$ cat src/app_pkg.sv
// Shared constants and types for the ACPI power pin block
package app_pkg;

  // Clock and timing
  localparam int unsigned CLOCK_HZ          = 25_000_000;
  localparam int unsigned DEBOUNCE_MS       = 32;
  localparam int unsigned DEBOUNCE_CYCLES   = (CLOCK_HZ / 1000) * DEBOUNCE_MS;
  localparam int unsigned RESUME_HOLD_US    = 10;
  localparam int unsigned RESUME_HOLD_CYCLES = (CLOCK_HZ / 1_000_000) * RESUME_HOLD_US;

  // Shared pin indices
  localparam int unsigned PIN_COUNT         = 7;
  localparam int unsigned PIN_P3B0_PG2      = 0;
  localparam int unsigned PIN_P3B1_GATE     = 1;
  localparam int unsigned PIN_P3B5_SUPPLY   = 2;
  localparam int unsigned PIN_P3B6_BUTTON   = 3;
  localparam int unsigned PIN_P3B7_S5       = 4;
  localparam int unsigned PIN_P5B5_LED      = 5;
  localparam int unsigned PIN_WDOG          = 6;

  // Pin kinds per index
  localparam logic [6:0] GPIO_OD_MASK       = 7'h5f;
  localparam logic [6:0] FUNC_OD_MASK       = 7'h41;
  localparam logic [6:0] FUNC_IN_MASK       = 7'h1c;
  localparam logic [6:0] ACPI_PIN_MASK      = 7'h1f;

  // Feature bit positions
  localparam int unsigned STRAP_BIT_POS     = 4;
  localparam int unsigned GATE_EN_BIT_POS   = 4;

  // Reset values
  localparam logic        ACPI_EN_RESET     = 1'h0;
  localparam logic        PG_RESET          = 1'h0;
  localparam logic        BUTTON_RESET      = 1'h1;

  typedef enum logic [1:0] {
    SLEEP_S0 = 2'h0,
    SLEEP_S3 = 2'h1,
    SLEEP_S5 = 2'h2
  } app_sleep_t;

  typedef enum logic [1:0] {
    SEQ_HOLD  = 2'h0,
    SEQ_LATCH = 2'h1,
    SEQ_RUN   = 2'h2
  } app_seq_t;

endpackage

$ cat src/app_top.sv
// ACPI power pin control: strap, memory gate, power good, button, pin sharing
//
// Behaviour
// RULE1 - During standby reset pull strap low and latch it as ACPI feature enable.
// RULE2 - Memory gate switches standby rail to memory while in S3.
// RULE3 - Gate function off by default; its enable comes from control bit four.
// RULE4 - Open-drain second power good is raised once host supply is up.
// RULE5 - Supply power good input feeds both power good outputs; on by default.
// RULE6 - Front reset button is debounced for at least 32 ms.
// RULE7 - One pin is either GPIO or open-drain watchdog timeout output.
// RULE8 - Port 5 bit 5 is either GPIO or suspend LED output.
// RULE9 - S5 sleep input pin may instead be GPIO port 3 bit 7.
// RULE10 - Port 3 bits 0,1,5,6 share power good, gate, supply good, button.
// RULE11 - Open-drain resume reset output marks the standby reset window.
// RULE12 - Chipset drives S3 input; used with S5 to track sleep state.
// RULE13 - Second power good drops when supply good or host supply drops.
`timescale 1ns/1ps
module app_top #(
  parameter int unsigned DEBOUNCE_CYCLES = app_pkg::DEBOUNCE_CYCLES
) (
  input  wire logic       CLOCK_I,
  input  wire logic       RESET_I,
  input  wire logic       HOST_SUPPLY_OK_I,
  input  wire logic       SLEEP_S3_N_I,
  input  wire logic       STRAP_I,
  input  wire logic       STANDBY_GATE_EN_I,
  input  wire logic       WATCHDOG_EXPIRED_I,
  input  wire logic [6:0] GPIO_MODE_I,
  input  wire logic [6:0] GPIO_DIR_I,
  input  wire logic [6:0] GPIO_DATA_I,
  input  wire logic [6:0] PIN_I,
  output logic      [6:0] PIN_O,
  output logic      [6:0] PIN_OE_N_O,
  output logic      [6:0] GPIO_IN_O,
  output logic            STRAP_PD_O,
  output logic            RESUME_RESET_O,
  output logic            RESUME_RESET_OE_N_O,
  output logic            ACPI_FEATURE_EN_O,
  output logic            POWER_GOOD_O,
  output logic            POWER_GOOD_OE_N_O,
  output logic            FRONT_RESET_PRESS_O,
  output logic      [1:0] SLEEP_STATE_O
);

  localparam int unsigned HOLD_CYCLES = app_pkg::RESUME_HOLD_CYCLES;
  localparam int unsigned HW          = $clog2(HOLD_CYCLES + 1);

  if (HOLD_CYCLES < 1) begin : g_chk_hold
    $error("Resume reset hold must be at least one cycle");
  end
  if (DEBOUNCE_CYCLES < 1) begin : g_chk_deb
    $error("Debounce length must be at least one cycle");
  end

  // Standby reset sequencer
  app_pkg::app_seq_t seq;
  app_pkg::app_seq_t next_seq;
  logic [HW-1:0]     hold_count;
  logic              hold_done;
  logic              resume_active;

  // Sleep tracking
  app_pkg::app_sleep_t sleep;
  app_pkg::app_sleep_t next_sleep;
  logic                s5_n;
  logic                s3_n;

  // Function side of the shared pins
  logic [6:0] eff_gpio_mode;
  logic [6:0] func_level;
  logic       acpi_en;
  logic       supply_good;
  logic       button_raw_n;
  logic       button_stable_n;
  logic       gate_on;
  logic       good_level;
  logic       led_on;

  assign hold_done     = hold_count == HW'(HOLD_CYCLES - 1);
  assign resume_active = seq != app_pkg::SEQ_RUN;

  always_comb
  begin
    next_seq = seq;
    case (seq)
      app_pkg::SEQ_HOLD:
      begin
        if (hold_done)
        begin
          next_seq = app_pkg::SEQ_LATCH;
        end
      end
      app_pkg::SEQ_LATCH:
      begin
        next_seq = app_pkg::SEQ_RUN;
      end
      app_pkg::SEQ_RUN:
      begin
        next_seq = app_pkg::SEQ_RUN;
      end
      default:
      begin
        next_seq = app_pkg::SEQ_HOLD;
      end
    endcase
  end

  always_ff @(posedge CLOCK_I or posedge RESET_I)
  begin
    if (RESET_I)
    begin
      seq        <= app_pkg::SEQ_HOLD;
      hold_count <= '0;
    end
    else
    begin
      seq <= next_seq;
      if (seq == app_pkg::SEQ_HOLD && !hold_done)
      begin
        hold_count <= hold_count + HW'(1);
      end
    end
  end

  // Strap sampled at the end of the window, after reset release
  always_ff @(posedge CLOCK_I or posedge RESET_I)
  begin
    if (RESET_I)
    begin
      acpi_en <= app_pkg::ACPI_EN_RESET;
    end
    else if (seq == app_pkg::SEQ_LATCH)
    begin
      acpi_en <= STRAP_I; // RULE1
    end
  end

  // Resume reset and strap pull-down follow the window
  always_ff @(posedge CLOCK_I or posedge RESET_I)
  begin
    if (RESET_I)
    begin
      STRAP_PD_O          <= 1'b1;
      RESUME_RESET_O      <= 1'b0;
      RESUME_RESET_OE_N_O <= 1'b0;
      ACPI_FEATURE_EN_O   <= app_pkg::ACPI_EN_RESET;
    end
    else
    begin
      STRAP_PD_O          <= next_seq != app_pkg::SEQ_RUN; // RULE1
      RESUME_RESET_O      <= 1'b0;
      RESUME_RESET_OE_N_O <= next_seq == app_pkg::SEQ_RUN; // RULE11
      ACPI_FEATURE_EN_O   <= acpi_en;
    end
  end

  // Particular ACPI pins fall back to GPIO while the feature is off
  assign eff_gpio_mode = GPIO_MODE_I | ({7{~acpi_en}} & app_pkg::ACPI_PIN_MASK);

  // Sleep inputs; S5 pin released reads inactive in GPIO mode
  assign s5_n = eff_gpio_mode[app_pkg::PIN_P3B7_S5] | PIN_I[app_pkg::PIN_P3B7_S5]; // RULE9
  assign s3_n = SLEEP_S3_N_I; // RULE12

  always_comb
  begin
    next_sleep = app_pkg::SLEEP_S0;
    case ({s5_n, s3_n})
      2'h0:
      begin
        next_sleep = app_pkg::SLEEP_S5;
      end
      2'h1:
      begin
        next_sleep = app_pkg::SLEEP_S5;
      end
      2'h2:
      begin
        next_sleep = app_pkg::SLEEP_S3; // RULE12
      end
      2'h3:
      begin
        next_sleep = app_pkg::SLEEP_S0;
      end
      default:
      begin
        next_sleep = app_pkg::SLEEP_S0;
      end
    endcase
  end

  always_ff @(posedge CLOCK_I or posedge RESET_I)
  begin
    if (RESET_I)
    begin
      sleep <= app_pkg::SLEEP_S0;
    end
    else
    begin
      sleep <= next_sleep;
    end
  end

  assign SLEEP_STATE_O = sleep;

  // Supply good source, read only in its alternate function
  assign supply_good = ~eff_gpio_mode[app_pkg::PIN_P3B5_SUPPLY]
                       & PIN_I[app_pkg::PIN_P3B5_SUPPLY]; // RULE5 RULE10
  assign good_level  = supply_good & HOST_SUPPLY_OK_I; // RULE4 RULE13

  // Memory gate needs feature, control bit and S3
  assign gate_on = acpi_en & STANDBY_GATE_EN_I
                   & (sleep == app_pkg::SLEEP_S3); // RULE2 RULE3

  assign led_on = sleep != app_pkg::SLEEP_S0;

  // Button reads released when its pin is GPIO
  assign button_raw_n = eff_gpio_mode[app_pkg::PIN_P3B6_BUTTON]
                        | PIN_I[app_pkg::PIN_P3B6_BUTTON]; // RULE10

  app_debounce #(
    .CYCLES (DEBOUNCE_CYCLES)
  ) u_button (
    .clk_i    (CLOCK_I),
    .rst_i    (RESET_I),
    .raw_i    (button_raw_n),
    .stable_o (button_stable_n)
  );

  // Primary power good, open drain
  always_ff @(posedge CLOCK_I or posedge RESET_I)
  begin
    if (RESET_I)
    begin
      POWER_GOOD_O        <= 1'b0;
      POWER_GOOD_OE_N_O   <= 1'b0;
      FRONT_RESET_PRESS_O <= 1'b0;
    end
    else
    begin
      POWER_GOOD_O        <= 1'b0;
      POWER_GOOD_OE_N_O   <= good_level; // RULE5
      FRONT_RESET_PRESS_O <= ~button_stable_n; // RULE6
    end
  end

  // Levels offered to the pins in their alternate function
  assign func_level[app_pkg::PIN_P3B0_PG2]    = good_level; // RULE4 RULE10
  assign func_level[app_pkg::PIN_P3B1_GATE]   = ~gate_on; // RULE2 RULE10
  assign func_level[app_pkg::PIN_P3B5_SUPPLY] = 1'b1;
  assign func_level[app_pkg::PIN_P3B6_BUTTON] = 1'b1;
  assign func_level[app_pkg::PIN_P3B7_S5]     = 1'b1;
  assign func_level[app_pkg::PIN_P5B5_LED]    = led_on; // RULE8
  assign func_level[app_pkg::PIN_WDOG]        = ~WATCHDOG_EXPIRED_I; // RULE7

  for (genvar i = 0; i < app_pkg::PIN_COUNT; i++) begin : g_pin
    app_pin_cell #(
      .GPIO_OD (app_pkg::GPIO_OD_MASK[i]),
      .FUNC_OD (app_pkg::FUNC_OD_MASK[i]),
      .FUNC_IN (app_pkg::FUNC_IN_MASK[i])
    ) u_cell (
      .clk_i        (CLOCK_I),
      .rst_i        (RESET_I),
      .gpio_mode_i  (eff_gpio_mode[i]), // RULE7 RULE8 RULE9 RULE10
      .gpio_dir_i   (GPIO_DIR_I[i]),
      .gpio_data_i  (GPIO_DATA_I[i]),
      .func_level_i (func_level[i]),
      .pin_i        (PIN_I[i]),
      .pin_o        (PIN_O[i]),
      .pin_oe_n_o   (PIN_OE_N_O[i]),
      .gpio_in_o    (GPIO_IN_O[i])
    );
  end

endmodule

$ cat src/app_debounce.sv
// Level debouncer for the front reset button
`timescale 1ns/1ps
module app_debounce #(
  parameter int unsigned CYCLES = app_pkg::DEBOUNCE_CYCLES
) (
  input  wire logic clk_i,
  input  wire logic rst_i,
  input  wire logic raw_i,
  output logic      stable_o
);

  localparam int unsigned CW = $clog2(CYCLES + 1);

  logic [CW-1:0] count;
  logic          differs;
  logic          done;

  if (CYCLES < 1) begin : g_chk
    $error("Debounce length must be at least one cycle");
  end

  assign differs = raw_i != stable_o;
  assign done    = count == CW'(CYCLES - 1);

  // Level must differ for the whole interval before it is taken
  always_ff @(posedge clk_i or posedge rst_i)
  begin
    if (rst_i)
    begin
      count    <= '0;
      stable_o <= app_pkg::BUTTON_RESET;
    end
    else if (!differs)
    begin
      count <= '0;
    end
    else if (done)
    begin
      count    <= '0;
      stable_o <= raw_i; // RULE6
    end
    else
    begin
      count <= count + CW'(1);
    end
  end

endmodule

$ cat src/app_pin_cell.sv
// One shared pin: GPIO or alternate function, registered drive
`timescale 1ns/1ps
module app_pin_cell #(
  parameter bit GPIO_OD = 1'b1,
  parameter bit FUNC_OD = 1'b0,
  parameter bit FUNC_IN = 1'b0
) (
  input  wire logic clk_i,
  input  wire logic rst_i,
  input  wire logic gpio_mode_i,
  input  wire logic gpio_dir_i,
  input  wire logic gpio_data_i,
  input  wire logic func_level_i,
  input  wire logic pin_i,
  output logic      pin_o,
  output logic      pin_oe_n_o,
  output logic      gpio_in_o
);

  logic gpio_o;
  logic gpio_oe_n;
  logic func_o;
  logic func_oe_n;
  logic next_o;
  logic next_oe_n;

  // Open-drain GPIO only pulls low
  assign gpio_o    = GPIO_OD ? 1'b0 : gpio_data_i;
  assign gpio_oe_n = GPIO_OD ? ~(gpio_dir_i & ~gpio_data_i) : ~gpio_dir_i;
  assign func_o    = (FUNC_IN || FUNC_OD) ? 1'b0 : func_level_i;
  assign func_oe_n = FUNC_IN ? 1'b1 : (FUNC_OD ? func_level_i : 1'b0);
  assign next_o    = gpio_mode_i ? gpio_o : func_o;
  assign next_oe_n = gpio_mode_i ? gpio_oe_n : func_oe_n;

  always_ff @(posedge clk_i or posedge rst_i)
  begin
    if (rst_i)
    begin
      pin_o      <= 1'b0;
      pin_oe_n_o <= 1'b1;
      gpio_in_o  <= 1'b0;
    end
    else
    begin
      pin_o      <= next_o;
      pin_oe_n_o <= next_oe_n;
      gpio_in_o  <= pin_i;
    end
  end

endmodule

$ cat config.mk
export PLATFORM = sky130hd
export DESIGN_NAME = app_top
export DESIGN_NICKNAME = d
export VERILOG_FILES = /design/src/app_pkg.sv /design/src/app_top.sv /design/src/app_debounce.sv /design/src/app_pin_cell.sv
export SDC_FILE = /design/constraint.sdc
export NUM_CORES = 1
export LEC_CHECK = 0
export BUFFER_PORTS_ARGS = -buffer_cell sky130_fd_sc_hd__buf_4
export CORE_MARGIN = 1.5
export CORE_UTILIZATION = 56
export DETAILED_ROUTE_END_ITERATION = 16
export PLACE_DENSITY = 0.84
export RECOVER_POWER = 100
export SYNTH_ARGS = -nofsm -noshare
export SYNTH_HDL_FRONTEND = slang
export SYNTH_HIERARCHICAL = 1
export SYNTH_SLANG_ARGS = --single-unit
$ cat constraint.sdc
create_clock -name CLOCK_I -period 5.15 [get_ports CLOCK_I]
set_input_delay 0.2575 -clock CLOCK_I [delete_from_list [all_inputs] [get_ports CLOCK_I]]
set_output_delay 0.2575 -clock CLOCK_I [all_outputs]
set_load 0.01 [all_outputs]
==> results of run 1 <==
[layout make-up]
type,instances,share of cell area (%)
Sequential cell,54,47.5
Tap cell,50,2.18
Clock inverter,1,1.05
Multi-Input combinational cell,141,31.2
Inverter,23,3.01
Timing Repair Buffer,58,12.0
Clock buffer,7,3.01
[power breakdown]
group | switching [mW] | internal [mW] | total (mW) | leakage, nW
combinational | 0.0235 | 0.0218 | 0.0453 | 0.569
sequential | 0.00175 | 0.433 | 0.434 | 0.663
clock | 0.130 | 0.159 | 0.289 | 0.0585
total | 0.156 | 0.613 | 0.769 | 1.29
[path summary, 6_finish.rpt]
kind | startpoint | to | slack, ps | cells past startpoint
min in group asynchronous | RESET_I | g_pin[6].u_cell/gpio_in_o | 510 | 3
worst max-delay path | u_button/count[8] | u_button/count[16] | 1920 | 4
worst min register to register | hold_count[7] | hold_count[7] | 470 | 1
worst max register to register | u_button/count[8] | u_button/count[16] | 1920 | 4
worst min-delay path | GPIO_DIR_I[5] | g_pin[5].u_cell/pin_oe_n_o | 70 | 2
max in group asynchronous | RESET_I | u_button/count[5] | 3860 | 3
[per-layer routing]
metal | share of wire, % | GRT usage [%]
met1 | 43 | 26.4
met2 | 49 | 36.2
met3 | 6.4 | 5.19
met4 | 2.0 | 7.11
met5 | 0 | 0
[worst reg2reg max path, cell delays in order (launching register included)]
cell	delay, ps
dfrtp_1	450
or4b_1	530
or4_1	550
o21ai_0	1370
nor2_1	130
[sequential cells by signal, indices dropped and copies added (netlist names)]
signal,count
STRAP_PD_O,1
hold_count,8
seq,1
ACPI_FEATURE_EN_O,1
POWER_GOOD_OE_N_O,1
g_pin.u_cell/pin_oe_n_o,7
SLEEP_STATE_O,2
g_pin.u_cell/gpio_in_o,7
acpi_en,1
g_pin.u_cell/pin_o,2
u_button/stable_o,1
RESUME_RESET_OE_N_O,1
FRONT_RESET_PRESS_O,1
u_button/count,20
[repair_timing]
item                                   4_1_cts  5_1_grt
buffers inserted                             0        0
hold buffers                                 1        0
endpoints found under the hold margin        9        0
[cell usage in the layout (no fill, tap or decap), drive strengths merged, types with 3 or more instances in the layout]
| cell type | instances |
|---|---|
| dfrtp | 45 |
| clkbuf | 40 |
| nor2 | 30 |
| buf | 24 |
| inv | 23 |
| xnor2 | 17 |
| nand2 | 11 |
| dfstp | 9 |
| nand4 | 8 |
| nor3 | 7 |
| conb | 7 |
| ha | 6 |
| nand3 | 6 |
| xor2 | 5 |
| nand2b | 5 |
| nor4 | 4 |
| or2 | 3 |
| o21ai | 3 |
| nand3b | 3 |
| mux2 | 3 |
==> flow_metrics.env, run 1 <==
export IMPL_status="complete, but fails checks"
export IMPL_failed_checks="capacitance limit, slew limit"
export IMPL_finalNetCount=324
export IMPL_initial_utilization_pct=59.6
export IMPL_cts_max_level=2
export IMPL_area_growth_pct=17.7
export IMPL_crit_slowest_cell="o21ai_0"
export IMPL_regArea_um2=1360
export IMPL_coreArea_um2=4090
export IMPL_arrival_ps=3340
export IMPL_gp_congestion=0.776
export IMPL_row_count=23
export IMPL_dp_slack_ps=2970
export IMPL_irDropWorstVdd_uv=181
export IMPL_path_cells="or4b_1 -> or4_1 -> o21ai_0 -> nor2_1"
export IMPL_stdcell_area_um2=2870
export IMPL_ant_nets=0
export IMPL_total_power_mw=0.769
export IMPL_first_global_vias=1617
export IMPL_drtIter0Drc=72
export IMPL_cap_violations=1
export IMPL_final_util_pct=70.1
export IMPL_critPathBufInv=0
export IMPL_drcViolationCount=0
export IMPL_gr_total_overflow=0
export IMPL_timing_fmax_mhz=310
export IMPL_timing_slew_headroom_pct=-20.6
export IMPL_clk_latency_ps=300
export IMPL_cts_tree="built"
export IMPL_hold_slack_ps=68.2
export IMPL_track_usage_pct=21.2
export IMPL_cts_sinks=54
export IMPL_crit_fanout=17
export IMPL_syn_avg_cell_area_um2=10.8
export IMPL_report_final_hold_viol_count=0
export IMPL_multi_input_area_um2=895
export IMPL_cp_start_kind="flip-flop"
export IMPL_grt_pass1_wl_um=7290
export IMPL_stdcell_count=334
export IMPL_period_share_pct=62.6
export IMPL_worst_slack_ps=1920
export IMPL_hpwl_um=3510
export IMPL_placed_area_um2=2870
export IMPL_dp_cells=325
export IMPL_ctsResizeCount=0
export IMPL_crit_required_ps=5260
export IMPL_totalWireLength_um=4690
export IMPL_cts_buffers=5
export IMPL_fillCellCount=326
export IMPL_setup_violations_final=0
export IMPL_dieArea_um2=4750
export IMPL_synth_warnings=6
export IMPL_antennaDiodeCount=0
export IMPL_drv_slew=18
export IMPL_end_kind="flip-flop"
export IMPL_power_leakage_nw=1.29
export IMPL_critical_path_top_delay_family="compound AO/OA/AOI/OAI gates"
export IMPL_min_path_type="in2reg"
export IMPL_grt_max_degree=22
export IMPL_antenna_found_initial=0
export IMPL_wl_per_cell_um=14.0
export IMPL_min_period_ps=3230
export IMPL_io_buffers=57
export IMPL_cts_root_buf="clkbuf_8"
export IMPL_clk_path_buf_depth=2
export IMPL_worst_pin_slew_ps=1790
export IMPL_synth_cells=225
export IMPL_final_setup_tns_ps=0
export IMPL_rsz0062_at_grt="false"
export IMPL_netlist_area_um2=2440
export IMPL_die_width_um=69.0
export IMPL_die_y_um=69.0
export IMPL_skew_ps=11.0
export IMPL_drive_above_1_share_pct=19.0
export IMPL_io_pins=65
export IMPL_critical_path_max_stage_delay_ps=1370
export IMPL_vias_per_cell=5.08
export IMPL_powerDensity_nw_per_um2=268
export IMPL_clk_pin_slew_worst_paths_ps=90
export IMPL_critical_path_class="reg2reg"
export IMPL_drt_pass1_iter_count=4
export IMPL_vias=1696
(Power assumes the default switching activity.)
==> inputs of run 2 (changes only) <==
--- a/config.mk
+++ b/config.mk
@@ -7,9 +7,9 @@
 export LEC_CHECK = 0
 export BUFFER_PORTS_ARGS = -buffer_cell sky130_fd_sc_hd__buf_4
 export CORE_MARGIN = 1.5
-export CORE_UTILIZATION = 56
+export CORE_UTILIZATION = 52
 export DETAILED_ROUTE_END_ITERATION = 16
-export PLACE_DENSITY = 0.84
+export PLACE_DENSITY = 0.79
 export RECOVER_POWER = 100
 export SYNTH_ARGS = -nofsm -noshare
 export SYNTH_HDL_FRONTEND = slang
==> constraint.sdc (replaced) <==
create_clock -name CLOCK_I -period 3.2 [get_ports CLOCK_I]
set_input_delay 0.16 -clock CLOCK_I [delete_from_list [all_inputs] [get_ports CLOCK_I]]
set_output_delay 0.16 -clock CLOCK_I [all_outputs]
set_load 0.01 [all_outputs]
==> run 2 against run 1 <==
  * The flow finishes with violations (DRC)
  * Maximum frequency rose by 45%
  * Clock power rose by 25%
  * Sequential cell count did not move
  * First-iteration DRC count rose by 100%
  * Critical path type unchanged
  * Largest power group unchanged
==> flow_metrics.env, run 2 (synthesis results as in run 1) <==
export IMPL_status="complete, but fails checks"
export IMPL_failed_checks="DRC"
export IMPL_clk_latency_ps=310
export IMPL_p_clk_share_pct=31.4
export IMPL_met3_length_um=324
export IMPL_cts_buffers=5
export IMPL_ant_nets=0
export IMPL_antennaDiodeCount=0
export IMPL_irDropWorstVdd_uv=251
export IMPL_grt_max_degree=22
export IMPL_timing_slew_headroom_pct=48.7
export IMPL_area_growth_pct=22.8
export IMPL_power_leakage_nw=1.34
export IMPL_intPower_mw=0.895
export IMPL_track_usage_pct=20.5
export IMPL_die_width_um=71.4
export IMPL_clk_pin_slew_worst_paths_ps=90
export IMPL_ctsResizeCount=0
export IMPL_setup_violations_final=0
export IMPL_period_share_pct=69.3
export IMPL_io_pins=65
export IMPL_post_cts_setup_buffers=0
export IMPL_dp_slack_ps=1020
export IMPL_hold_buffers=15
export IMPL_vias=1779
export IMPL_switching_share_pct=22.0
export IMPL_p_comb_share_pct=7.6
export IMPL_r2r_slack_ps=980
export IMPL_totalWireLength_um=4810
export IMPL_drcViolationCount=9
export IMPL_drv_slew=0
export IMPL_gp_congestion=0.885
export IMPL_wl_met1_um=2100
export IMPL_cts_tree="built"
export IMPL_power_frac_seq_pct=61.0
export IMPL_regMostFlops="u_button/count"
export IMPL_crit_fanout=17
export IMPL_dieArea_um2=5100
export IMPL_vias_per_cell=5.08
export IMPL_worst_slack_ps=981
export IMPL_critical_path_class="reg2reg"
export IMPL_drtIter0Drc=146
export IMPL_antenna_found_initial=0
export IMPL_first_global_vias=1788
export IMPL_cts_max_level=2
export IMPL_rsz0062_at_grt="false"
export IMPL_layout_common_cells="45 x dfrtp_1, 30 x nor2_1, 25 x clkbuf_1"
export IMPL_cts_root_buf="clkbuf_8"
export IMPL_final_common_cell="dfrtp_1"
export IMPL_clk_path_buf_depth=2
export IMPL_critical_path_max_stage_delay_ps=600
export IMPL_initial_utilization_pct=54.8
export IMPL_final_setup_tns_ps=0
export IMPL_row_count=24
export IMPL_end_kind="flip-flop"
export IMPL_wl_met2_um=2310
export IMPL_report_final_hold_viol_count=0
export IMPL_wl_per_cell_um=13.7
export IMPL_gr_total_overflow=0
export IMPL_cts_sinks=54
export IMPL_timing_fmax_mhz=451
export IMPL_io_buffers=57
export IMPL_finalNetCount=338
export IMPL_worst_pin_slew_ps=769
export IMPL_min_period_ps=2220
export IMPL_drt_pass1_iter_count=10
export IMPL_path_cells="or4b_1 -> or4_1 -> o21ai_4 -> nor2_1"
export IMPL_drive_above_1_share_pct=18.8
export IMPL_p_switching_mw=0.252
export IMPL_grt_pass1_wl_um=8090
export IMPL_min_path_type="in2reg"
export IMPL_largest_reg_flops=20
export IMPL_crit_slowest_cell="or4_1"
export IMPL_powerDensity_nw_per_um2=383
export IMPL_die_y_um=71.4
export IMPL_cp_start_kind="flip-flop"
export IMPL_coreArea_um2=4440
export IMPL_cap_violations=0
export IMPL_top_regs="u_button/count (20), hold_count (8)"
export IMPL_skew_ps=9.07
export IMPL_hpwl_um=3300
export IMPL_arrival_ps=2390
export IMPL_top_layer="met4"
export IMPL_crit_required_ps=3370
==> run 2: changes by cell type in the layout (fill, tap and decap cells not counted) <==
| cell | delta |
|---|---|
| dlygate4sd3_1 | +14 |
| clkinv_2 | +2 |
| bufinv_16 | -1 |
| clkbuf_1 | -1 |
| clkbuf_4 | +1 |
| clkbuf_8 | -1 |
| o21ai_0 | -1 |
| o21ai_4 | +1 |
==> run 2: stage by stage <==
| step | total power, mW | area, um2 | hold WS (ps) | util [%] | cells |
|---|---|---|---|---|---|
| after global placement | 0.794 | 2870 | 80.2 | 64.6 | 327 |
| after CTS | 1.17 | 3100 | 4.03 | 69.8 | 350 |
| after detailed placement | 0.795 | 2870 | 78.8 | 64.6 | 327 |
| after floorplan | 0.748 | 2440 | -99.5 | - | 226 |
| final | 1.15 | 2990 | 4.34 | 67.3 | 350 |
| after global routing | 1.19 | 2990 | 9.08 | 67.3 | 350 |
==> run 2: critical path: cells and delay by family (launching register included) <==
kind / cells / cell delay [ps]
and+or+nand+nor: 3 / 1230
DFF: 1 / 450
AOI/OAI and AO/OA: 1 / 410
==> run 2: worst paths after layout <==
path                                    from                          to  cells past startpoint
setup reg to reg           u_button/count[8]           u_button/count[9]                      4
setup / recovery           u_button/count[8]           u_button/count[9]                      4
min in group asynchronous            RESET_I   g_pin[4].u_cell/gpio_in_o                      3
hold reg to reg                hold_count[7]               hold_count[7]                      1
hold / removal                 GPIO_DIR_I[3]  g_pin[3].u_cell/pin_oe_n_o                      2
max in group asynchronous            RESET_I           u_button/count[8]                      3
==> run 2: per-layer routing <==
metal | up-vias | global-route usage, %
li1 | 861 | -
met5 | - | 0
met1 | 852 | 26.2
met4 | 0 | 7.69
met3 | 6 | 4.50
met2 | 60 | 34.5
==> run 2: cell type report <==
type	count	area, um2
fillers	344	1450
flip-flops and latches	54	1360
multi-input cells	141	906
repair buffers	72	488
inverters	23	86.3
clock buffers	6	72.6
well taps	52	65.1
clock inverters	2	10.0
==> run 2: power by group through the flow <==
stage | Combinational, mW | Clock (mW) | Sequential (mW)
2_1_floorplan | 0.0288 | 0 | 0.719
3_3_place_gp | 0.0819 | 0 | 0.712
3_5_place_dp | 0.0825 | 0 | 0.713
4_1_cts | 0.0976 | 0.370 | 0.700
5_1_grt | 0.0956 | 0.392 | 0.700
6_report | 0.0866 | 0.361 | 0.699
